$ cat config.mk
export PLATFORM = sky130hd
export DESIGN_NAME = pfrs_top
export DESIGN_NICKNAME = d
export VERILOG_FILES = /design/src/hdl/pfrs_pkg.sv /design/src/hdl/pfrs_debounce.sv /design/src/hdl/pfrs_top.sv
export SDC_FILE = /design/constraint.sdc
export NUM_CORES = 1
export LEC_CHECK = 0
export ABC_AREA = 1
export BUFFER_PORTS_ARGS = -buffer_cell sky130_fd_sc_hd__buf_2
export CAP_MARGIN = 20
export CORE_MARGIN = 3
export CORE_UTILIZATION = 30
export CTS_CLUSTER_DIAMETER = 120
export DETAILED_ROUTE_END_ITERATION = 10
export PLACE_DENSITY = 0.52
export SLEW_MARGIN = 25
export SYNTH_ARGS = -nofsm -noshare
export SYNTH_HDL_FRONTEND = slang
export SYNTH_HIERARCHICAL = 1
export SYNTH_SLANG_ARGS = --single-unit
$ cat constraint.sdc
create_clock -name hclk -period 2.3 [get_ports hclk]
set_input_delay 0.345 -clock hclk [delete_from_list [all_inputs] [get_ports hclk]]
set_output_delay 0.345 -clock hclk [all_outputs]
set_load 0.1 [all_outputs]
$ cat src/hdl/pfrs_pkg.sv
// pfrs_pkg: shared constants for the power-fail and reset sequencer.
// assumes a 100 MHz system clock; the 32.768 kHz time base is an enable.
package pfrs_pkg;

  localparam int unsigned CLK_HZ = 100_000_000;
  localparam int unsigned OSC_HZ = 32_768;
  // system clocks per time-base tick, rounded up (times come out long)
  localparam int unsigned TICK_DIV_CYC = (CLK_HZ + OSC_HZ - 1) / OSC_HZ;

  localparam int unsigned CNT_W = 13;

  // times as printed, in milliseconds
  localparam int unsigned RST_DELAY_SHORT_MS = 9;
  localparam int unsigned RST_DELAY_LONG_MS = 18;
  localparam int unsigned RST_HOLD_SHORT_MS = 95;
  localparam int unsigned RST_HOLD_LONG_MS = 190;
  localparam int unsigned DEBOUNCE_MS = 5;

  // least times in time-base ticks, rounded up
  localparam int unsigned RST_DELAY_SHORT_TK =
    (RST_DELAY_SHORT_MS * OSC_HZ + 999) / 1000;
  localparam int unsigned RST_DELAY_LONG_TK =
    (RST_DELAY_LONG_MS * OSC_HZ + 999) / 1000;
  localparam int unsigned RST_HOLD_SHORT_TK =
    (RST_HOLD_SHORT_MS * OSC_HZ + 999) / 1000;
  localparam int unsigned RST_HOLD_LONG_TK =
    (RST_HOLD_LONG_MS * OSC_HZ + 999) / 1000;
  localparam int unsigned DEBOUNCE_TK = (DEBOUNCE_MS * OSC_HZ + 999) / 1000;

  // register map, byte addresses
  localparam logic [7:0] CTRL_ADDR = 8'h00;
  localparam logic [7:0] STATUS_ADDR = 8'h04;
  localparam int unsigned CTRL_SWRST_BIT = 0;
  localparam logic CTRL_RESET_VAL = 1'b0;

  localparam logic [1:0] HTRANS_IDLE = 2'h0;
  localparam logic HRESP_OKAY = 1'b0;

  typedef enum logic [2:0] {
    ST_RUN        = 3'h0,
    ST_FAULT_WAIT = 3'h1,
    ST_FAULT_RST  = 3'h2,
    ST_PB_HELD    = 3'h3,
    ST_HOLD       = 3'h4
  } pfrs_state_type;

endpackage

$ cat src/hdl/pfrs_debounce.sv
// pfrs_debounce: time-base sampled debouncer for an active-low button.
// assumes tick is a one-cycle enable from the time-base divider.
`timescale 1ns/1ns
`default_nettype none
module pfrs_debounce #(
  parameter int unsigned CNT_W = 13,
  parameter logic [12:0] STABLE_TICKS = 13'h00a4
) (
  input wire logic hclk,
  input wire logic hresetn,
  input wire logic tick,
  input wire logic raw_n,
  output logic pressed
);

  logic pressed_q;
  logic [CNT_W-1:0] stable_q;

  assign pressed = pressed_q;

  // the level must differ from the accepted one for a whole stable run
  // before it is taken, in both directions, so contact bounce is ignored
  always_ff @(posedge hclk or negedge hresetn) begin
    if (!hresetn) begin
      pressed_q <= 1'b0;
      stable_q <= '0;
    end else if ((!raw_n) == pressed_q) begin
      stable_q <= '0;
    end else if (tick) begin
      if (stable_q == STABLE_TICKS[CNT_W-1:0] - 1'b1) begin // RULE18
        pressed_q <= !raw_n; // RULE10
        stable_q <= '0;
      end else begin
        stable_q <= stable_q + 1'b1;
      end
    end
  end

endmodule // pfrs_debounce
`default_nettype wire

$ cat src/hdl/pfrs_top.sv
// pfrs_top: power-fail and reset sequencer with an AHB-Lite register slave.
// assumes comparator results arrive as synchronous levels on hclk and that
// hresetn stands for the power-up of the device.
`timescale 1ns/1ns
`default_nettype none
//
// Contract
// [RULE1] supply fault asserts both power-fail outputs without added delay
// [RULE2] reset asserts after fault lasts 9 ms (strap low) or 18 ms (high)
// [RULE3] reset and power-fail stay asserted while supply stays bad
// [RULE4] a fault shorter than the delay never asserts reset
// [RULE5] power-fail clears at once when supply returns
// [RULE6] reset held 95 ms (strap low) or 190 ms (high) after recovery
// [RULE7] tolerance select picks 5 percent (low) or 10 percent (high) band
// [RULE8] reset, power-fail, low-battery driven as opposite pairs; both low-battery outputs are driven low during a fault
// [RULE9] other party requests manual reset by pulling pushbutton low
// [RULE10] pushbutton is debounced before starting a manual reset
// [RULE11] pushbutton reset lasts at least 95 ms or 190 ms by strap
// [RULE12] pushbutton hold timer starts on debounced release
// [RULE13] battery is judged only while main supply is good
// [RULE14] low battery stays asserted until battery recovers or supply fails
// [RULE15] low battery asserted before reset is released on power-up
// [RULE16] both low-battery outputs low while supply is bad
// [RULE17] all timing counted from the 32.768 kHz time base
// [RULE18] button changes accepted only after a stable run of ticks
// [RULE19] new fault or press during hold keeps reset and restarts timing
module pfrs_top
  import pfrs_pkg::*;
#(
  parameter logic [12:0] TICK_DIV = 13'(TICK_DIV_CYC),
  parameter logic [12:0] DELAY_SHORT = 13'(RST_DELAY_SHORT_TK),
  parameter logic [12:0] DELAY_LONG = 13'(RST_DELAY_LONG_TK),
  parameter logic [12:0] HOLD_SHORT = 13'(RST_HOLD_SHORT_TK),
  parameter logic [12:0] HOLD_LONG = 13'(RST_HOLD_LONG_TK),
  parameter logic [12:0] DEBOUNCE = 13'(DEBOUNCE_TK)
) (
  input wire logic hclk,
  input wire logic hresetn,
  input wire logic hsel,
  input wire logic [31:0] haddr,
  input wire logic [1:0] htrans,
  input wire logic hwrite,
  input wire logic [2:0] hsize,
  input wire logic [31:0] hwdata,
  input wire logic hready,
  output logic [31:0] hrdata,
  output logic hreadyout,
  output logic hresp,
  input wire logic vcc_below_5pct,
  input wire logic vcc_below_10pct,
  input wire logic battery_low,
  input wire logic tolerance_select,
  input wire logic duration_select,
  input wire logic pushbutton_reset_n,
  output logic reset_out,
  output logic reset_out_n,
  output logic power_fail_out,
  output logic power_fail_out_n,
  output logic low_battery_out,
  output logic low_battery_out_n
);
  import pfrs_pkg::*;

  pfrs_state_type state_q, state_d;
  logic [CNT_W-1:0] div_q;
  logic tick;
  logic [CNT_W-1:0] cnt_q;
  logic [CNT_W-1:0] delay_lim, hold_lim;
  logic fault, pb_pressed, press;
  logic ctrl_swrst_q;
  logic wr_pend_q;
  logic [7:0] wr_addr_q;
  logic addr_phase;
  logic rst_d, rst_q, rst_n_q, pf_q, pf_n_q, lb_q, lb_n_q;
  logic [31:0] rdata_q;
  logic cnt_done_delay, cnt_done_hold;

  // time base: one-cycle enable at the crystal rate
  always_ff @(posedge hclk or negedge hresetn) begin
    if (!hresetn) begin
      div_q <= '0;
    end else if (div_q == TICK_DIV - 1'b1) begin
      div_q <= '0;
    end else begin
      div_q <= div_q + 1'b1;
    end
  end
  assign tick = (div_q == TICK_DIV - 1'b1); // RULE17

  // threshold choice and strap-selected durations
  assign fault = tolerance_select ? vcc_below_10pct : vcc_below_5pct; // RULE7
  assign delay_lim = duration_select ? DELAY_LONG : DELAY_SHORT; // RULE2
  assign hold_lim = duration_select ? HOLD_LONG : HOLD_SHORT; // RULE6

  pfrs_debounce #(
    .CNT_W(CNT_W),
    .STABLE_TICKS(DEBOUNCE)
  ) u_debounce (
    .hclk(hclk),
    .hresetn(hresetn),
    .tick(tick),
    .raw_n(pushbutton_reset_n), // RULE9
    .pressed(pb_pressed)
  );

  // software request behaves as a held button, debounce not needed
  assign press = pb_pressed || ctrl_swrst_q; // RULE10

  assign cnt_done_delay = tick && (cnt_q == delay_lim - 1'b1);
  assign cnt_done_hold = tick && (cnt_q == hold_lim - 1'b1);

  // sequencing
  always_comb begin
    state_d = state_q;
    case (state_q)
      ST_RUN: begin
        if (fault) begin
          state_d = ST_FAULT_WAIT;
        end else if (press) begin
          state_d = ST_PB_HELD;
        end
      end
      ST_FAULT_WAIT: begin
        if (!fault) begin
          state_d = ST_RUN; // RULE4
        end else if (cnt_done_delay) begin
          state_d = ST_FAULT_RST; // RULE2
        end
      end
      ST_FAULT_RST: begin
        if (!fault) begin
          state_d = ST_HOLD; // RULE6
        end
      end
      ST_PB_HELD: begin
        if (fault) begin
          state_d = ST_FAULT_RST; // RULE19
        end else if (!press) begin
          state_d = ST_HOLD; // RULE12
        end
      end
      ST_HOLD: begin
        if (fault) begin
          state_d = ST_FAULT_RST; // RULE19
        end else if (press) begin
          state_d = ST_PB_HELD; // RULE19
        end else if (cnt_done_hold) begin
          state_d = ST_RUN; // RULE11
        end
      end
      default: begin
        state_d = ST_HOLD;
      end
    endcase
  end

  // power-up counts as a recovery, so the first release waits a full hold
  always_ff @(posedge hclk or negedge hresetn) begin
    if (!hresetn) begin
      state_q <= ST_HOLD;
    end else begin
      state_q <= state_d;
    end
  end

  // one counter serves both intervals; it restarts on every state change
  always_ff @(posedge hclk or negedge hresetn) begin
    if (!hresetn) begin
      cnt_q <= '0;
    end else if (state_d != state_q) begin
      cnt_q <= '0;
    end else if (tick) begin
      cnt_q <= cnt_q + 1'b1;
    end
  end

  assign rst_d = (state_d == ST_FAULT_RST) || (state_d == ST_PB_HELD) ||
                 (state_d == ST_HOLD);

  // outputs: the only added latency is the output flop itself; each half
  // of a pair has its own flop so no output passes through a gate
  always_ff @(posedge hclk or negedge hresetn) begin
    if (!hresetn) begin
      rst_q <= 1'b1;
      rst_n_q <= 1'b0;
      pf_q <= 1'b0;
      pf_n_q <= 1'b1;
      lb_q <= 1'b0;
      lb_n_q <= 1'b1;
    end else begin
      rst_q <= rst_d; // RULE3
      rst_n_q <= !rst_d; // RULE8
      pf_q <= fault; // RULE1 RULE5
      pf_n_q <= !fault; // RULE8
      // battery judged every cycle the supply is good, so it is valid
      // long before the hold interval can end
      lb_q <= !fault && battery_low; // RULE13 RULE14 RULE15
      lb_n_q <= !fault && !battery_low; // RULE16
    end
  end

  assign reset_out = rst_q;
  assign reset_out_n = rst_n_q; // RULE8
  assign power_fail_out = pf_q;
  assign power_fail_out_n = pf_n_q; // RULE8
  assign low_battery_out = lb_q;
  assign low_battery_out_n = lb_n_q;

  // AHB-Lite slave, zero wait states, always OKAY
  assign addr_phase = hsel && hready && (htrans != HTRANS_IDLE) &&
                      (htrans[1] == 1'b1);

  always_ff @(posedge hclk or negedge hresetn) begin
    if (!hresetn) begin
      wr_pend_q <= 1'b0;
      wr_addr_q <= 8'h00;
    end else if (hready) begin
      wr_pend_q <= addr_phase && hwrite;
      wr_addr_q <= haddr[7:0];
    end
  end

  always_ff @(posedge hclk or negedge hresetn) begin
    if (!hresetn) begin
      ctrl_swrst_q <= CTRL_RESET_VAL;
    end else if (wr_pend_q && (wr_addr_q == CTRL_ADDR)) begin
      ctrl_swrst_q <= hwdata[CTRL_SWRST_BIT];
    end
  end

  // read data is latched in the address phase so it stands all data phase
  always_ff @(posedge hclk or negedge hresetn) begin
    if (!hresetn) begin
      rdata_q <= 32'h0000_0000;
    end else if (addr_phase && !hwrite) begin
      if (haddr[31:8] != 24'h00_0000) begin
        rdata_q <= 32'h0000_0000;
      end else if (haddr[7:0] == CTRL_ADDR) begin
        rdata_q <= {31'h0000_0000, ctrl_swrst_q};
      end else if (haddr[7:0] == STATUS_ADDR) begin
        rdata_q <= {24'h00_0000, 1'b0, state_q, pb_pressed, lb_q, pf_q,
                    rst_q};
      end else begin
        rdata_q <= 32'h0000_0000;
      end
    end
  end

  always_ff @(posedge hclk or negedge hresetn) begin
    if (!hresetn) begin
      hreadyout <= 1'b1;
      hresp <= HRESP_OKAY;
    end else begin
      hreadyout <= 1'b1;
      hresp <= HRESP_OKAY;
    end
  end
  assign hrdata = rdata_q;
endmodule // pfrs_top
`default_nettype wire

==> run_results.csv <==
group,metric,value,unit
run_status,outcome,"finished, final reports clean",
critical_path,cp_max_fo,9,
critical_path,crit_path_start,"div_q[0]$_DFF_PN0_",
placement,dp.cells,714,
critical_path,r2r-start,"div_q[0]$_DFF_PN0_",
critical_path,cp_slowest_cell,"dfrtp_1",
power,ir_drop,0.000413,V
power,seqPwrFrac,34.4,%
power,power_frac_clock,38.7,%
timing,max_slew_margin,57.3,%
timing,finalCritPeriodShare,91.7,%
floorplan,core-area,12800,µm²
global_route,antenna_found_initial,0,
clock_tree,clockBufferDepth,2,
clock_tree,cts_sinks,66,
synthesis,synth_edf_count,0,
power,p_int,2.43,mW
clock_tree,tritoncts,"done",
global_route,grt_pass1_vias,3008,
critical_path,reg2reg_depth,10,
finish,nets,636,
route,wire_per_inst,11.2,µm
critical_path,cp.arrival,2.32,ns
clock_tree,postCtsSetupRepairBufs,0,
route,drt_first_pass_iters,4,
power,switching_share,35.6,%
critical_path,reg2reg_to,"cnt_q[8]$_DFFE_PN0P_",
floorplan,dieArea,14600,µm²
placement,hpwl,6190,µm
min_path,hold_path_class,"in2async",
power,leakagePower,2.25,nW
synthesis,synth.avg_cell_area,8.16,µm²
synthesis,synthArstFlopShare,100,%
timing,setup-tns-final,0,ns
timing,finalHoldViolCount,0,
route,vias_per_cell,4.30,
finish,syn2layout_area_growth,18.3,%
route,initialDrtViolationCount,229,
timing,period_minus_slack,2.11,ns
finish,drive_above_1_share,26.3,%
clock_tree,post_cts_resized,0,
timing,tightestPinTransition,0.640,ns
clock_tree,cts_hold_buf,0,
critical_path,path_cells,"ha_1, nand2_1, nor2_2, nand3_2, nor2_1, nand4_1, nor2_2, nand2_1, xor2_1, nor2_4",
critical_path,cp-end-kind,"register",
timing,rsz0062_at_grt,"false",
critical_path,crit_required,2.51,ns
power,power.switching,1.34,mW
clock_tree,clk_latency,0.33,ns
synthesis,yosys_register_bits,66,
critical_path,r2r_slack,0.19,ns
synthesis,ys.warnings.count,6,
power,power_density,803,nW/µm²
timing,fmax,0.474,GHz
global_route,overflow,0,
floorplan,placementRows,41,
global_route,grt_usage,12.0,%
critical_path,cp_slowest_stage_delay,0.34,ns
critical_path,cp-endpoint,"cnt_q[8]$_DFFE_PN0P_",
synthesis,synth.distinct_cells,41,
synthesis,synth_seq_area_share,41.8,%
clock_tree,cts-htree-levels,3,
clock_tree,clockRootBuffer,"clkbuf_16",
route,drc_errors,0,
synthesis,synth_ff_type,"dfrtp_1",
route,drt_wl_total,8160,µm
synthesis,synth_area,3970,µm²
placement,place.gp.congestion,0.799,
synthesis,syn_inst,486,
floorplan,ios,120,
timing,worst_clock_skew,0.00752,ns
flow_run,drv_cap,0,
floorplan,start_util,31.0,%
route,postRouteAntennaNets,0,
route,via_count,3142,
finish,antenna_cells,0,
floorplan,die_y,121,µm
critical_path,start_kind,"register",
global_route,grt_pass1_wl,14200,µm
power,p_total,3.77,mW
global_route,grt_max_degree,41,
timing,setup_viol,0,
critical_path,path_class,"reg2reg",
power,pwr-share-comb,26.9,%
clock_tree,cts_buffers,9,
timing,drv_slew,0,
placement,place.port_buffers,57,
finish,stdcell_count,730,
floorplan,die_w,121,µm
clock_tree,clkSlewWorstSetupHoldPaths,0.05,ns
cells by family after synthesis:
kind of cell / share of synthesized area, %
simple gates: 33.0
buf+inv: 11.3
flops: 41.8
compound gates: 7.19
xor+xnor: 3.31
mux: 2.27
fa+ha+maj: 0.947
other cells: 0.189
worst min-delay path by stage:
stage,slack [ns],cells after the start,from,to
finish,0.04,1,hresetn,div_q[2]$_DFF_PN0_
global route,0.09,1,hresetn,div_q[2]$_DFF_PN0_
CTS,0.06,1,hresetn,div_q[2]$_DFF_PN0_
detailed placement,0.42,1,hresetn,div_q[2]$_DFF_PN0_
global placement,0.40,1,hresetn,div_q[1]$_DFF_PN0_
floorplan,0.05,0,hresetn,cnt_q[0]$_DFFE_PN0P_
metal layers:
layer / up-vias / global-route usage (%) / share of wire, %
met5: - / 0 / 0
met4: 0 / 2.97 / 1.1
met3: 5 / 4.20 / 4.8
met2: 64 / 19.1 / 47
met1: 1441 / 15.5 / 47
li1: 1632 / - / -
cells in the mapped netlist (2+ instances only):
library cell    n  area, µm²
a21oi_1         7       35.0
a22o_1          6       52.6
buf_4          27        203
conb_1          2       7.51
dfrtp_1        62       1550
dfstp_2         4        105
ha_1            3       37.5
inv_1          53        199
inv_2           5       18.8
mux2_2          8       90.1
nand2_1       111        417
nand2_2        12       75.1
nand2_4         2       22.5
nand3_1        26        130
nand3_2         4       40.0
nand3b_1        2       15.0
nand4_1        11       68.8
nor2_1         56        210
nor2_2          7       43.8
nor2_4         14        158
nor3_1          7       35.0
nor4_1          8       50.1
o21ai_0         9       45.0
o21ai_1         2       10.0
o21ai_2         8       70.1
or2_2           2       12.5
xnor2_1         5       43.8
xor2_1         10       87.6
registers in the layout, summed over array words and instances, names as in the netlist:
signal               cells
state_q                  3
hrdata                   7
wr_addr_q                8
power_fail_out           1
u_debounce/pressed       1
ctrl_swrst_q             1
low_battery_out          1
power_fail_out_n         1
low_battery_out_n        1
cnt_q                   13
u_debounce/stable_q     13
reset_out                1
wr_pend_q                1
div_q                   13
reset_out_n              1
worst max-delay path, delay by kind of cell (launching register included):
family	cells	cell delay, ns
simple gates	8	1.23
flops	1	0.34
xor+xnor	1	0.24
fa+ha+maj	1	0.18
cell usage in the layout (no fill, tap or decap), types with 10 or more instances in the layout:
master   instances
nand2_1        111
nand3_1         26
inv_1           53
buf_2           57
xor2_1          10
dfrtp_1         62
nand4_1         11
conb_1          27
nor2_4          14
nor2_1          56
nand2_2         12
stage by stage:
stage | setup WS (ns) | instance area (µm²) | utilization (%) | hold slack [ns]
floorplan | 0.510 | 4060 | - | 0.0494
global placement | 0.210 | 4370 | 34.2 | 0.404
detailed placement | 0.193 | 4370 | 34.2 | 0.418
CTS | 0.191 | 4690 | 36.7 | 0.0620
global route | 0.0286 | 4690 | 36.7 | 0.0873
finish | 0.190 | 4690 | 36.7 | 0.0401
final cells by class:
class                           count  area (µm²)
Fill cell                        1340        8080
Multi-Input combinational cell    357        1950
Sequential cell                    66        1660
Timing Repair Buffer               61         328
Clock buffer                       11         243
Inverter                           58         218
Tap cell                          172         215
Clock inverter                      5        77.6
power by group through the flow:
stage	combinational (mW)	clock [mW]	sequential (mW)
floorplan	0.773	0	1.48
global placement	1.02	0	1.32
detailed placement	1.03	0	1.32
CTS	1.03	1.51	1.30
global route	1.10	1.57	1.31
finish	1.01	1.46	1.30
(Power assumes the default switching activity.)
